==> config.mk <==
export PLATFORM = sky130hd
export DESIGN_NAME = isr_ctrl
export DESIGN_NICKNAME = d
export VERILOG_FILES = /design/src/isr_pkg.sv /design/src/isr_timer.sv /design/src/isr_pick.sv /design/src/isr_ctrl.sv
export SDC_FILE = /design/constraint.sdc
export NUM_CORES = 1
export LEC_CHECK = 0
export ABC_AREA = 1
export BUFFER_PORTS_ARGS = -buffer_cell sky130_fd_sc_hd__buf_2
export CAP_MARGIN = 40
export CORE_ASPECT_RATIO = 2
export CORE_MARGIN = 2
export CORE_UTILIZATION = 40
export DETAILED_ROUTE_END_ITERATION = 12
export MAX_ROUTING_LAYER = met4
export PLACE_DENSITY_LB_ADDON = 0.25
export SETUP_SLACK_MARGIN = 0.1
export SKIP_CTS_REPAIR_TIMING = 1
export SYNTH_ARGS = -nofsm -noshare
export SYNTH_HDL_FRONTEND = slang
export SYNTH_SLANG_ARGS = --single-unit
export TNS_END_PERCENT = 5
==> constraint.sdc <==
create_clock -name clock -period 3.49 [get_ports clock]
set_clock_uncertainty 0.2 [all_clocks]
set_input_delay 0.698 -clock clock [delete_from_list [all_inputs] [get_ports clock]]
set_output_delay 0.698 -clock clock [all_outputs]
set_load 0.05 [all_outputs]
==> src/isr_pkg.sv <==
package isr_pkg;

  ////////////////////////////////////////////////////////////////////////////
  // Clock and time base

  localparam int unsigned CLK_HZ    = 20_000_000;
  localparam int unsigned MS_PER_S  = 1000;
  localparam int unsigned CYC_PER_MS = CLK_HZ / MS_PER_S;
  // Recovery after an upstream loss waits this many timeout periods
  localparam int unsigned UP_WAIT_MULT = 2;

  ////////////////////////////////////////////////////////////////////////////
  // Switch link service commands seen on a port

  typedef enum logic [4:0] {
    ILS_ELP,
    ILS_EFP,
    ILS_DIA,
    ILS_RDI,
    ILS_HLO,
    ILS_LSU,
    ILS_LSA,
    ILS_BF,
    ILS_RCF,
    ILS_ESC,
    ILS_ACA,
    ILS_RCA,
    ILS_SFC,
    ILS_UFC,
    ILS_SW_RSCN,
    ILS_DRLIR,
    ILS_CEC,
    ILS_ESS,
    ILS_MRRA,
    ILS_STR,
    ILS_EVFP,
    ILS_EACA,
    ILS_ESFC,
    ILS_EUFC,
    ILS_ERCA,
    ILS_TCO,
    ILS_OTHER
  } isr_ils_t;

  // What the transmit port carries
  typedef enum logic [1:0] {
    TX_NONE,
    TX_REQ,
    TX_ACC,
    TX_RJT
  } isr_tx_kind_t;

  ////////////////////////////////////////////////////////////////////////////
  // Isolation cause inputs, one bit each

  localparam int unsigned ISO_LINK_PARAM = 0;
  localparam int unsigned ISO_RDI_NORETRY = 1;
  localparam int unsigned ISO_NO_DAM     = 2;
  localparam int unsigned ISO_ZONE_FAIL  = 3;
  localparam int unsigned ISO_W          = 4;

  localparam logic [7:0] CODE_NONE = 8'h00;

  // Commands refused outright under static domain assignment
  function automatic logic isr_is_cfg_ils(input isr_ils_t c);
    isr_is_cfg_ils = (c == ILS_EFP) || (c == ILS_BF) || (c == ILS_RCF) ||
                     (c == ILS_DIA) || (c == ILS_RDI);
  endfunction

endpackage

==> src/isr_timer.sv <==
`timescale 1ns/1ns
module isr_timer
  import isr_pkg::*;
#(
  parameter int unsigned W = 32
) (
  // Clock and reset
  input  wire logic         clock,
  input  wire logic         rst,
  // Control
  input  wire logic         start,
  input  wire logic         stop,
  input  wire logic [W-1:0] load,
  // Status
  output logic              busy,
  output logic              expired
);

  typedef struct packed {
    logic [W-1:0] cnt;
    logic         busy;
    logic         exp;
  } isr_tm_t;

  isr_tm_t s_reg;
  isr_tm_t s_next;

  localparam logic [W-1:0] ONE = {{(W-1){1'b0}}, 1'b1};

  always_comb begin
    s_next     = s_reg;
    s_next.exp = 1'b0;
    // A restart wins over a stop in the same cycle
    if (start) begin
      s_next.cnt  = load;
      s_next.busy = 1'b1;
    end else if (stop) begin
      s_next.busy = 1'b0;
    end else if (s_reg.busy) begin
      if (s_reg.cnt <= ONE) begin
        s_next.busy = 1'b0;
        s_next.exp  = 1'b1;
      end else begin
        s_next.cnt = s_reg.cnt - ONE;
      end
    end
  end

  always_ff @(posedge clock) begin
    if (rst) begin
      s_reg <= '0;
    end else begin
      s_reg <= s_next;
    end
  end

  assign busy    = s_reg.busy;
  assign expired = s_reg.exp;

endmodule

==> src/isr_pick.sv <==
`timescale 1ns/1ns
module isr_pick #(
  parameter int unsigned N  = 8,
  parameter int unsigned PW = 3
) (
  // Candidate ports
  input  wire logic [N-1:0]  mask,
  // Lowest candidate
  output logic               any,
  output logic [PW-1:0]      idx
);

  // Lowest numbered port wins so the choice is repeatable
  always_comb begin
    any = 1'b0;
    idx = '0;
    for (int i = N - 1; i >= 0; i--) begin
      if (mask[i]) begin
        any = 1'b1;
        idx = PW'(i);
      end
    end
  end

endmodule

==> src/isr_ctrl.sv <==
// Operation
// Downstream loss: send EFP on alternate link
// EFP accepted: alternate becomes downstream principal
// Reject or timeout: start Build Fabric
// Upstream EFP on alternate: accept, adopt link
// Upstream loss, no EFP in 2x: rebuild
// Incompatible or unsupported parameters isolate port
// Overlapping lists, differing principal: isolate port
// RDI refused, RCF refused, isolated reject: isolate
// No domain manager or zoning merge fails: isolate
// Static mode: reject config commands, isolate
// Isolated port may exchange and answer ELP
// Isolated port rejects all other commands
// Isolated link credit one, no alternate
// No Class N routing over isolated link
// ELP origination or reinit ends isolation
// Bridge answers ELP, never forwards it
// Bridge forwards every other command unchanged
// Per-port flag and timer, shared timeout
`timescale 1ns/1ns
module isr_ctrl
  import isr_pkg::*;
#(
  parameter int unsigned N        = 8,
  parameter int unsigned PW       = 3,
  parameter int unsigned FSTOV_MS = 5000,
  parameter logic [7:0]  RSN_UNABLE = 8'h01,
  parameter logic [7:0]  EXP_ISOLATED = 8'h01
) (
  // Clock and reset
  input  wire logic              clock,
  input  wire logic              rst,
  // Mode straps from switch control
  input  wire logic              recov_en,
  input  wire logic              static_dom,
  input  wire logic              bridge_mode,
  input  wire logic              rcf_refuse,
  // Principal link assignment
  input  wire logic              dn_set,
  input  wire logic [PW-1:0]     dn_set_port,
  input  wire logic              up_set,
  input  wire logic [PW-1:0]     up_set_port,
  input  wire logic [N-1:0]      alt_dn,
  input  wire logic [N-1:0]      alt_up,
  // Link failure
  input  wire logic              link_fail,
  input  wire logic [PW-1:0]     link_fail_port,
  // Received link service
  input  wire logic              rx_valid,
  input  wire logic [PW-1:0]     rx_port,
  input  isr_pkg::isr_ils_t      rx_code,
  input  wire logic              rx_reply,
  input  wire logic              rx_acc,
  input  wire logic              rx_rjt_iso,
  input  wire logic              rx_efp_bad,
  input  wire logic              rx_list_nz,
  input  wire logic              ret_list_nz,
  input  wire logic              lists_overlap,
  input  wire logic              name_differs,
  // Isolation causes and exits
  input  wire logic [ISO_W-1:0]  iso_ev,
  input  wire logic [PW-1:0]     iso_ev_port,
  input  wire logic              elp_orig,
  input  wire logic [PW-1:0]     elp_orig_port,
  input  wire logic              port_init,
  input  wire logic [PW-1:0]     port_init_port,
  // Transmit
  output logic                   tx_valid,
  output isr_pkg::isr_tx_kind_t  tx_kind,
  output logic [PW-1:0]          tx_port,
  output isr_pkg::isr_ils_t      tx_code,
  output logic [7:0]             tx_rsn,
  output logic [7:0]             tx_exp,
  // Forward and pass up
  output logic                   fwd_valid,
  output logic                   pass_valid,
  output logic [PW-1:0]          rx_port_q,
  output isr_pkg::isr_ils_t      rx_code_q,
  // Fabric events and link state
  output logic                   build_fabric,
  output logic [N-1:0]           isolated,
  output logic [N-1:0]           credit_one,
  output logic [N-1:0]           class_n_block,
  output logic                   dn_ok,
  output logic [PW-1:0]          dn_prin,
  output logic                   up_ok,
  output logic [PW-1:0]          up_prin
);

  ////////////////////////////////////////////////////////////////////////////
  // Timeout constants

  localparam longint unsigned FS_CYC =
    longint'(FSTOV_MS) * longint'(CYC_PER_MS);
  localparam int unsigned TW = $clog2(UP_WAIT_MULT * FS_CYC + 1);
  localparam logic [TW-1:0] LOAD_SHORT = TW'(FS_CYC);
  localparam logic [TW-1:0] LOAD_LONG  = TW'(UP_WAIT_MULT * FS_CYC);
  localparam logic [N-1:0]  ONE_HOT0   = {{(N-1){1'b0}}, 1'b1};

  ////////////////////////////////////////////////////////////////////////////
  // State

  typedef struct packed {
    logic [N-1:0]  iso;
    logic [N-1:0]  cred1;
    logic [N-1:0]  blk;
    logic          tx_v;
    isr_tx_kind_t  tx_kind;
    logic [PW-1:0] tx_port;
    isr_ils_t      tx_code;
    logic [7:0]    rsn;
    logic [7:0]    expl;
    logic          fwd_v;
    logic          pass_v;
    logic [PW-1:0] rxp;
    isr_ils_t      rxc;
    logic          bf;
    logic          dn_ok;
    logic [PW-1:0] dn_prin;
    logic          up_ok;
    logic [PW-1:0] up_prin;
    logic          dn_wait;
    logic          dn_send;
    logic [PW-1:0] dn_sub;
    logic          up_wait;
    logic [PW-1:0] up_fail;
    logic          elp_pend;
    logic [PW-1:0] elp_port;
  } isr_st_t;

  isr_st_t s_reg;
  isr_st_t s_next;

  logic [N-1:0]  tm_start;
  logic [N-1:0]  tm_stop;
  logic [N-1:0]  tm_long;
  logic [N-1:0]  tm_busy;
  logic [N-1:0]  tm_exp;
  logic [N-1:0]  iso_set;
  logic [N-1:0]  iso_clr;
  logic [N-1:0]  dn_cand;
  logic          dn_any;
  logic [PW-1:0] dn_pick;
  logic          efp_conflict;
  logic          up_alt_efp;

  ////////////////////////////////////////////////////////////////////////////
  // Per-port recovery timers

  for (genvar g = 0; g < N; g++) begin : g_tm
    isr_timer #(.W(TW)) u_tm (
      .clock   (clock),
      .rst     (rst),
      .start   (tm_start[g]),
      .stop    (tm_stop[g]),
      .load    (tm_long[g] ? LOAD_LONG : LOAD_SHORT),
      .busy    (tm_busy[g]),
      .expired (tm_exp[g])
    );
  end

  // Substitute must reach the same switch, not be the dead link, not isolated
  assign dn_cand = alt_dn & ~s_reg.iso & ~(ONE_HOT0 << link_fail_port);

  isr_pick #(.N(N), .PW(PW)) u_pick (
    .mask (dn_cand),
    .any  (dn_any),
    .idx  (dn_pick)
  );

  assign efp_conflict = rx_list_nz && ret_list_nz && lists_overlap &&
                        name_differs;

  assign up_alt_efp = recov_en && alt_up[rx_port] &&
                      ((s_reg.up_ok && rx_port != s_reg.up_prin) ||
                       s_reg.up_wait);

  ////////////////////////////////////////////////////////////////////////////
  // Next state

  always_comb begin
    s_next        = s_reg;
    tm_start      = '0;
    tm_stop       = '0;
    tm_long       = '0;
    iso_set       = '0;
    iso_clr       = '0;
    s_next.tx_v   = 1'b0;
    s_next.tx_kind = TX_NONE;
    s_next.rsn    = CODE_NONE;
    s_next.expl   = CODE_NONE;
    s_next.fwd_v  = 1'b0;
    s_next.pass_v = 1'b0;
    s_next.bf     = 1'b0;

    if (dn_set) begin
      s_next.dn_ok   = 1'b1;
      s_next.dn_prin = dn_set_port;
    end
    if (up_set) begin
      s_next.up_ok   = 1'b1;
      s_next.up_prin = up_set_port;
    end

    if (port_init) begin
      iso_clr[port_init_port] = 1'b1;
    end
    if (elp_orig && !s_reg.elp_pend) begin
      s_next.elp_pend = 1'b1;
      s_next.elp_port = elp_orig_port;
    end

    if (iso_ev[ISO_LINK_PARAM]) begin
      iso_set[iso_ev_port] = 1'b1;
    end
    if (iso_ev[ISO_RDI_NORETRY]) begin
      iso_set[iso_ev_port] = 1'b1;
    end
    if (iso_ev[ISO_NO_DAM] || iso_ev[ISO_ZONE_FAIL]) begin
      iso_set[iso_ev_port] = 1'b1;
    end

    ////////////////////////////////////////////////////////////////////////
    // Received traffic

    if (rx_valid) begin
      s_next.rxp = rx_port;
      s_next.rxc = rx_code;
      s_next.tx_port = rx_port;
      s_next.tx_code = rx_code;
      if (rx_reply) begin
        if (!rx_acc && rx_rjt_iso) begin
          iso_set[rx_port] = 1'b1;
        end
        if (s_reg.dn_wait && rx_port == s_reg.dn_sub &&
            rx_code == ILS_EFP && !s_reg.dn_send) begin
          s_next.dn_wait = 1'b0;
          tm_stop[rx_port] = 1'b1;
          if (rx_acc) begin
            s_next.dn_ok   = 1'b1;
            s_next.dn_prin = s_reg.dn_sub;
          end else begin
            s_next.bf = 1'b1;
          end
        end else begin
          s_next.pass_v = 1'b1;
        end
      end else if (bridge_mode) begin
        if (rx_code == ILS_ELP) begin
          s_next.tx_v    = 1'b1;
          s_next.tx_kind = TX_ACC;
        end else begin
          s_next.fwd_v = 1'b1;
        end
      end else if (s_reg.iso[rx_port]) begin
        s_next.tx_v = 1'b1;
        if (rx_code == ILS_ELP) begin
          s_next.tx_kind = TX_ACC;
        end else begin
          s_next.tx_kind = TX_RJT;
          s_next.rsn     = RSN_UNABLE;
          s_next.expl    = EXP_ISOLATED;
        end
      end else if ((static_dom && isr_is_cfg_ils(rx_code)) ||
                   (rx_code == ILS_EFP && (rx_efp_bad || efp_conflict)) ||
                   (rx_code == ILS_RCF && rcf_refuse)) begin

        s_next.tx_v      = 1'b1;
        s_next.tx_kind   = TX_RJT;
        s_next.rsn       = RSN_UNABLE;
        s_next.expl      = EXP_ISOLATED;
        iso_set[rx_port] = 1'b1;
      end else if (rx_code == ILS_EFP && up_alt_efp) begin
        s_next.tx_v    = 1'b1;
        s_next.tx_kind = TX_ACC;
        s_next.up_ok   = 1'b1;
        s_next.up_prin = rx_port;
        if (s_reg.up_wait) begin
          s_next.up_wait = 1'b0;
          tm_stop[s_reg.up_fail] = 1'b1;
        end
      end else begin
        s_next.pass_v = 1'b1;
      end
    end

    ////////////////////////////////////////////////////////////////////////
    // Originated requests, after any answer due this cycle

    if (!s_next.tx_v && s_reg.elp_pend) begin
      s_next.tx_v      = 1'b1;
      s_next.tx_kind   = TX_REQ;
      s_next.tx_code   = ILS_ELP;
      s_next.tx_port   = s_reg.elp_port;
      s_next.elp_pend  = 1'b0;
      iso_clr[s_reg.elp_port] = 1'b1;
    end else if (!s_next.tx_v && s_reg.dn_send) begin
      s_next.tx_v    = 1'b1;
      s_next.tx_kind = TX_REQ;
      s_next.tx_code = ILS_EFP;
      s_next.tx_port = s_reg.dn_sub;
      s_next.dn_send = 1'b0;
    end

    ////////////////////////////////////////////////////////////////////////
    // Principal link loss; a bridge takes no part in fabric recovery

    if (link_fail && !bridge_mode) begin
      if (s_reg.dn_ok && link_fail_port == s_reg.dn_prin) begin
        s_next.dn_ok = 1'b0;
        if (recov_en && dn_any) begin
          s_next.dn_sub  = dn_pick;
          s_next.dn_wait = 1'b1;
          s_next.dn_send = 1'b1;
          tm_start[dn_pick] = 1'b1;
        end else begin
          s_next.bf = 1'b1;
        end
      end
      if (s_reg.up_ok && link_fail_port == s_reg.up_prin) begin
        s_next.up_ok = 1'b0;
        if (recov_en) begin
          s_next.up_wait = 1'b1;
          s_next.up_fail = link_fail_port;
          tm_start[link_fail_port] = 1'b1;
          tm_long[link_fail_port]  = 1'b1;
        end else begin
          s_next.bf = 1'b1;
        end
      end
    end

    // The send deadline and the answer wait share one timeout period
    for (int i = 0; i < N; i++) begin
      if (tm_exp[i]) begin
        if (s_reg.dn_wait && s_reg.dn_sub == PW'(i)) begin
          s_next.dn_wait = 1'b0;
          s_next.dn_send = 1'b0;
          s_next.bf      = 1'b1;
        end
        if (s_reg.up_wait && s_reg.up_fail == PW'(i)) begin
          s_next.up_wait = 1'b0;
          s_next.bf      = 1'b1;
        end
      end
    end

    // Set wins over clear so a late cause is never lost
    s_next.iso   = (s_reg.iso & ~iso_clr) | iso_set;
    s_next.cred1 = s_next.iso;
    s_next.blk   = s_next.iso;
  end

  always_ff @(posedge clock) begin
    if (rst) begin
      s_reg <= '0;
    end else begin
      s_reg <= s_next;
    end
  end

  ////////////////////////////////////////////////////////////////////////////
  // Outputs

  assign tx_valid      = s_reg.tx_v;
  assign tx_kind       = s_reg.tx_kind;
  assign tx_port       = s_reg.tx_port;
  assign tx_code       = s_reg.tx_code;
  assign tx_rsn        = s_reg.rsn;
  assign tx_exp        = s_reg.expl;
  assign fwd_valid     = s_reg.fwd_v;
  assign pass_valid    = s_reg.pass_v;
  assign rx_port_q     = s_reg.rxp;
  assign rx_code_q     = s_reg.rxc;
  assign build_fabric  = s_reg.bf;
  assign isolated      = s_reg.iso;
  assign credit_one    = s_reg.cred1;
  assign class_n_block = s_reg.blk;
  assign dn_ok         = s_reg.dn_ok;
  assign dn_prin       = s_reg.dn_prin;
  assign up_ok         = s_reg.up_ok;
  assign up_prin       = s_reg.up_prin;

endmodule

==> results.yml, run 1 <==
power_and_ir_drop:
  leakage_nw: 10.8
  irDropWorstVdd_uv: 304
  power_density_nw_per_um2: 363
job:
  cap_violations: 0
global_routing:
  grt.met3_usage_pct: 2.16
  top_usage_layer: "met2"
  grt_pass1_vias: 20458
  grt_pass1_wl_mm: 103
  grtUsageTotal_pct: 26.2
  grt_start_max_net_pins: 63
  grt-ovfl-total: 0
  met1_usage_pct: 23.4
  grtUsageMet2_pct: 51.7
  antenna_found_initial: 0
floorplan:
  die-area_sq_um: 49900
  rows: 113
  chipWidth_um: 159
  chipHeight_um: 314
  pin_count: 136
  coreArea_sq_um: 47500
  start_util_pct: 40.5
yosys:
  syn_inst: 3142
  ys_seq_area_share_pct: 30.4
  yosys_warnings: 0
  synth.avg_cell_area_sq_um: 6.12
  synth_cell_type_count: 54
  async_flop_share_pct: 0
  synth_edf_count: 0
  synth_ff_type: "dfxtp_1"
  syn_area_sq_um: 19200
  ys_ff_latch: 292
detailed_routing:
  vias: 20432
  drt_iter0_drc: 1205
  ant_nets: 0
  wl_per_cell_um: 16.7
  vias_per_cell: 5.25
  drc: 0
  wl_mm: 65.0
  dr.pass1.iters: 6
sta:
  fin_setup_tns_ns: 0
  drv_slew: 0
  tightest_slew_ns: 0.852
  setup-violations-final: 0
  final_hold_viol_count: 0
  period_share_pct: 82.8
  maxSlewHeadroom_pct: 42.7
  rsz0062_at_grt: "no"
  fmax_mhz: 346
  min_period_ns: 2.89
  fin_ws_ns: 0.601
setup_path:
  worstPathMaxFanout: 12
  critPathLaunchType: "flop"
  crit_required_ns: 3.78
  critPathKind: "flop to flop"
  cp.arrival_ns: 3.18
  end_kind: "flop"
  worst-r2r-setup-slack_ns: 0.60
clock_tree:
  cts_inserted_buffers: 30
  cts_root_buffer: "clkbuf_16"
  cts_tree: "built"
  clockBufferDepth: 3
  clk_latency_ns: 0.58
  h-tree-depth: 1
  clk_pin_slew_ns: 0.06
  clkSinkCount: 292
final_layout:
  fin_area_sq_um: 21600
  drive_above_1_share_pct: 10.5
  layout_commonest_cell: "nand2_1"
  nets: 3321
  layout_common_cells: "nand2_1 (648), nor2_1 (573), inv_1 (346)"
  largest_reg_flops: 224
  syn_to_final_growth_pct: 12.2
  n_antenna_cell: 0
  instances_no_fill: 3894
placement:
  post-place-ws_ns: 0.140
  hpwlAfterDp_mm: 51.4
  dp_cells: 3839
  port_buffers: 121
  gp_congestion: 0.961
  place_area_sq_um: 20400
run_status:
  outcome: "finished, final reports clean"
hold_path:
  hold_class: "input pin to flop"
final cells by class:
cell class                 instances  area, sq um
clock buffer                      44          935
timing repair buffer             203         1250
tap                              632          791
sequential                       292         5850
multi-input combinational       2338        11100
inverter                         374         1410
clock inverter                    11          213
fill                            5257        25900
synth_stat cells, drive strengths merged, types with 5 or more instances:
| master | instances | area [sq um] |
|---|---|---|
| inv | 369 | 1390 |
| nand3b | 7 | 52.6 |
| clkinv | 5 | 18.8 |
| clkbuf | 44 | 165 |
| nor3b | 8 | 60.1 |
| ha | 16 | 200 |
| nor3 | 99 | 500 |
| nand4 | 73 | 478 |
| a21oi | 214 | 1080 |
| xnor2 | 20 | 175 |
| o21ai | 198 | 991 |
| dfxtp | 292 | 5850 |
| nor2 | 582 | 2240 |
| a31oi | 12 | 75.1 |
| buf | 107 | 736 |
| o21a | 5 | 37.5 |
| nand3 | 265 | 1390 |
| nor4 | 26 | 163 |
| nand2 | 661 | 2520 |
| xor2 | 77 | 674 |
| or2 | 25 | 156 |
| o21bai | 11 | 82.6 |
final timing paths:
check | start | to | cells after the start
worst max-delay path | s_reg[10] | g_tm[0].u_tm.s_reg[6] | 13
worst min-delay path | elp_orig | s_reg[3] | 3
worst max register to register | s_reg[10] | g_tm[0].u_tm.s_reg[6] | 13
worst min register to register | rx_code_q[1] | rx_code_q[1] | 2
routing by layer:
metal / up-vias / routed length [um]
met3: 254 / 1930
met4: 0 / 4740
li1: 10270 / -
met5: - / 0
met1: 9394 / 22400
met2: 514 / 35900
worst max-delay path: stages (launching register included):
cell,delay (ns)
dfxtp_1,0.46
inv_1,0.24
nand2_1,0.13
nand4_1,0.10
nor3_2,0.19
nand2_1,0.11
nor2_2,0.32
nand2_1,0.16
nand2_1,0.10
inv_1,0.11
nand3_4,0.20
buf_4,0.22
nand3_1,0.08
a21oi_1,0.17
through the flow:
step                      total power [mW]  hold slack [ns]  utilization [%]
after global routing                  8.09            0.206             45.4
after detailed placement              4.14            0.250             43.0
after floorplan                       3.97            0.241                -
after CTS                             7.90            0.165             45.4
final                                 7.83            0.200             45.4
after global placement                4.15            0.246             43.0
where the power goes:
| group | internal, mW | leakage [nW] | total (mW) | switching, mW |
|---|---|---|---|---|
| clock network | 2.29 | 0.569 | 3.76 | 1.46 |
| logic | 0.168 | 7.89 | 0.672 | 0.504 |
| registers | 3.36 | 2.36 | 3.40 | 0.0375 |
| total | 5.82 | 10.8 | 7.83 | 2.00 |
logic make-up after synthesis:
group,share of synthesized area (%)
simple gates,39.5
buf+inv,12.0
compound gates,12.5
flops,30.4
xor+xnor,4.42
fa+ha+maj,1.04
mux,0.111
other cells,0.0195
Note: power is estimated with default switching activity, not from simulation.
==> inputs of run 2 (changes only) <==
- clock period: 3.49 -> 2.8 ns (I/O delays scaled with it)
==> results.yml, run 2 (synthesis gave the netlist of run 1 again) <==
run_status:
  outcome: "finished, final reports clean"
setup_path:
  path_cells: "xnor2_1, nand3_1, nand2_1, nand2_1, nand3_1, nor2_4, buf_4, nand4_2, nand3_4, buf_4, nand3_1, a21oi_1"
  worstPathMaxFanout: 19
  critPathLaunchType: "flop"
  cp_num_buf_inv: 2
  crit_required_ns: 3.11
  cp_top_family: "simple AND/OR/NAND/NOR gates"
  slowest_delay_ns: 0.54
  cp_common_cell: "nand3_1"
  cp.arrival_ns: 2.90
  cpMaxStageDelayCell: "dfxtp_1"
  critPathKind: "flop to flop"
  end_kind: "flop"
sta:
  maxSlewHeadroom_pct: 60.7
  tightest_slew_ns: 0.585
  fmax_mhz: 386
  rsz0062_at_grt: "no"
  min_period_ns: 2.59
  final_hold_viol_count: 0
  setup-violations-final: 0
  fin_ws_ns: 0.211
  fin_setup_tns_ns: 0
  period_share_pct: 92.5
  drv_slew: 0
detailed_routing:
  dr.pass1.iters: 5
  wl_per_cell_um: 16.2
  vias_per_cell: 5.16
  wl_met3_mm: 2.09
  vias: 20927
  drt_iter0_drc: 1130
  ant_nets: 0
  wl_met2_mm: 35.6
  drt-met1-wl_mm: 22.9
  drc: 0
  top_layer: "met4"
  wl_mm: 65.7
clock_tree:
  clk_pin_slew_ns: 0.07
  clk_latency_ns: 0.60
  cts_inserted_buffers: 30
  cts_root_buffer: "clkbuf_16"
  h-tree-depth: 1
  clockBufferDepth: 3
  cts_tree: "built"
  clkSinkCount: 292
floorplan:
  die-area_sq_um: 49900
  pin_count: 136
  chipWidth_um: 159
  coreArea_sq_um: 47500
  rows: 113
  chipHeight_um: 314
  start_util_pct: 40.5
global_routing:
  grt_start_max_net_pins: 42
  grtUsageTotal_pct: 26.4
  grt_pass1_wl_mm: 104
  antenna_found_initial: 4
  grt-ovfl-total: 0
  grt_pass1_vias: 20581
final_layout:
  syn_to_final_growth_pct: 18.7
  nets: 3483
  fin_area_sq_um: 22800
  largest_reg_flops: 224
  layout_commonest_cell: "nand2_1"
  layout_common_cells: "nand2_1 (647), nor2_1 (564), inv_1 (346)"
  drive_above_1_share_pct: 14.9
placement:
  place_area_sq_um: 21800
  post-place-ws_ns: -0.159
  hpwlAfterDp_mm: 52.5
  port_buffers: 121
  gp_congestion: 1.00
power_and_ir_drop:
  leakage_nw: 11.6
  power_density_nw_per_um2: 408
  power_mw: 9.30
  irDropWorstVdd_uv: 424
job:
  cap_violations: 0
hold_path:
  hold_class: "input pin to flop"
## run 2: through the flow
| step | utilization [%] | hold slack (ns) | std cells |
|---|---|---|---|
| detailed placement | 45.8 | 0.252 | 4001 |
| floorplan | - | 0.241 | 3155 |
| finish | 48.0 | 0.0306 | 4058 |
| global route | 48.0 | 0.0447 | 4058 |
| CTS | 47.9 | 0.00388 | 4054 |
| global placement | 45.8 | 0.246 | 4001 |
## run 2: area by class of cell
type | instances | area, sq um
sequential | 292 | 5850
clock buffer | 47 | 886
multi-input combinational | 2338 | 11200
fill | 5122 | 24700
inverter | 374 | 1410
antenna | 4 | 10.0
tap | 632 | 791
clock inverter | 6 | 83.8
timing repair buffer | 365 | 2600
## run 2: tightest hold or removal path, stage by stage
cell and delay (ns):
buf_2 0.09, inv_1 0.07, a21oi_1 0.06
## run 2: routing by layer
| layer | GRT usage [%] | up-vias |
|---|---|---|
| li1 | - | 10582 |
| met1 | 23.9 | 9543 |
| met2 | 51.4 | 520 |
| met3 | 2.32 | 282 |
| met4 | 18.7 | 0 |
| met5 | - | - |
## run 2: worst paths after layout
check	start	end	slack, ns	cells past startpoint
max	up_prin[1]	g_tm[0].u_tm.s_reg[24]	0.21	12
min	elp_orig	s_reg[3]	0.03	3
max reg2reg	up_prin[1]	g_tm[0].u_tm.s_reg[24]	0.21	12
min reg2reg	tx_code[2]	tx_code[2]	0.26	2
## run 2: power by group
group	switching (mW)	leakage, nW	total [mW]	internal [mW]
sequential	0.0444	2.36	4.24	4.19
combinational	0.637	8.72	0.925	0.288
clock	1.80	0.476	4.14	2.34
total	2.48	11.6	9.30	6.82
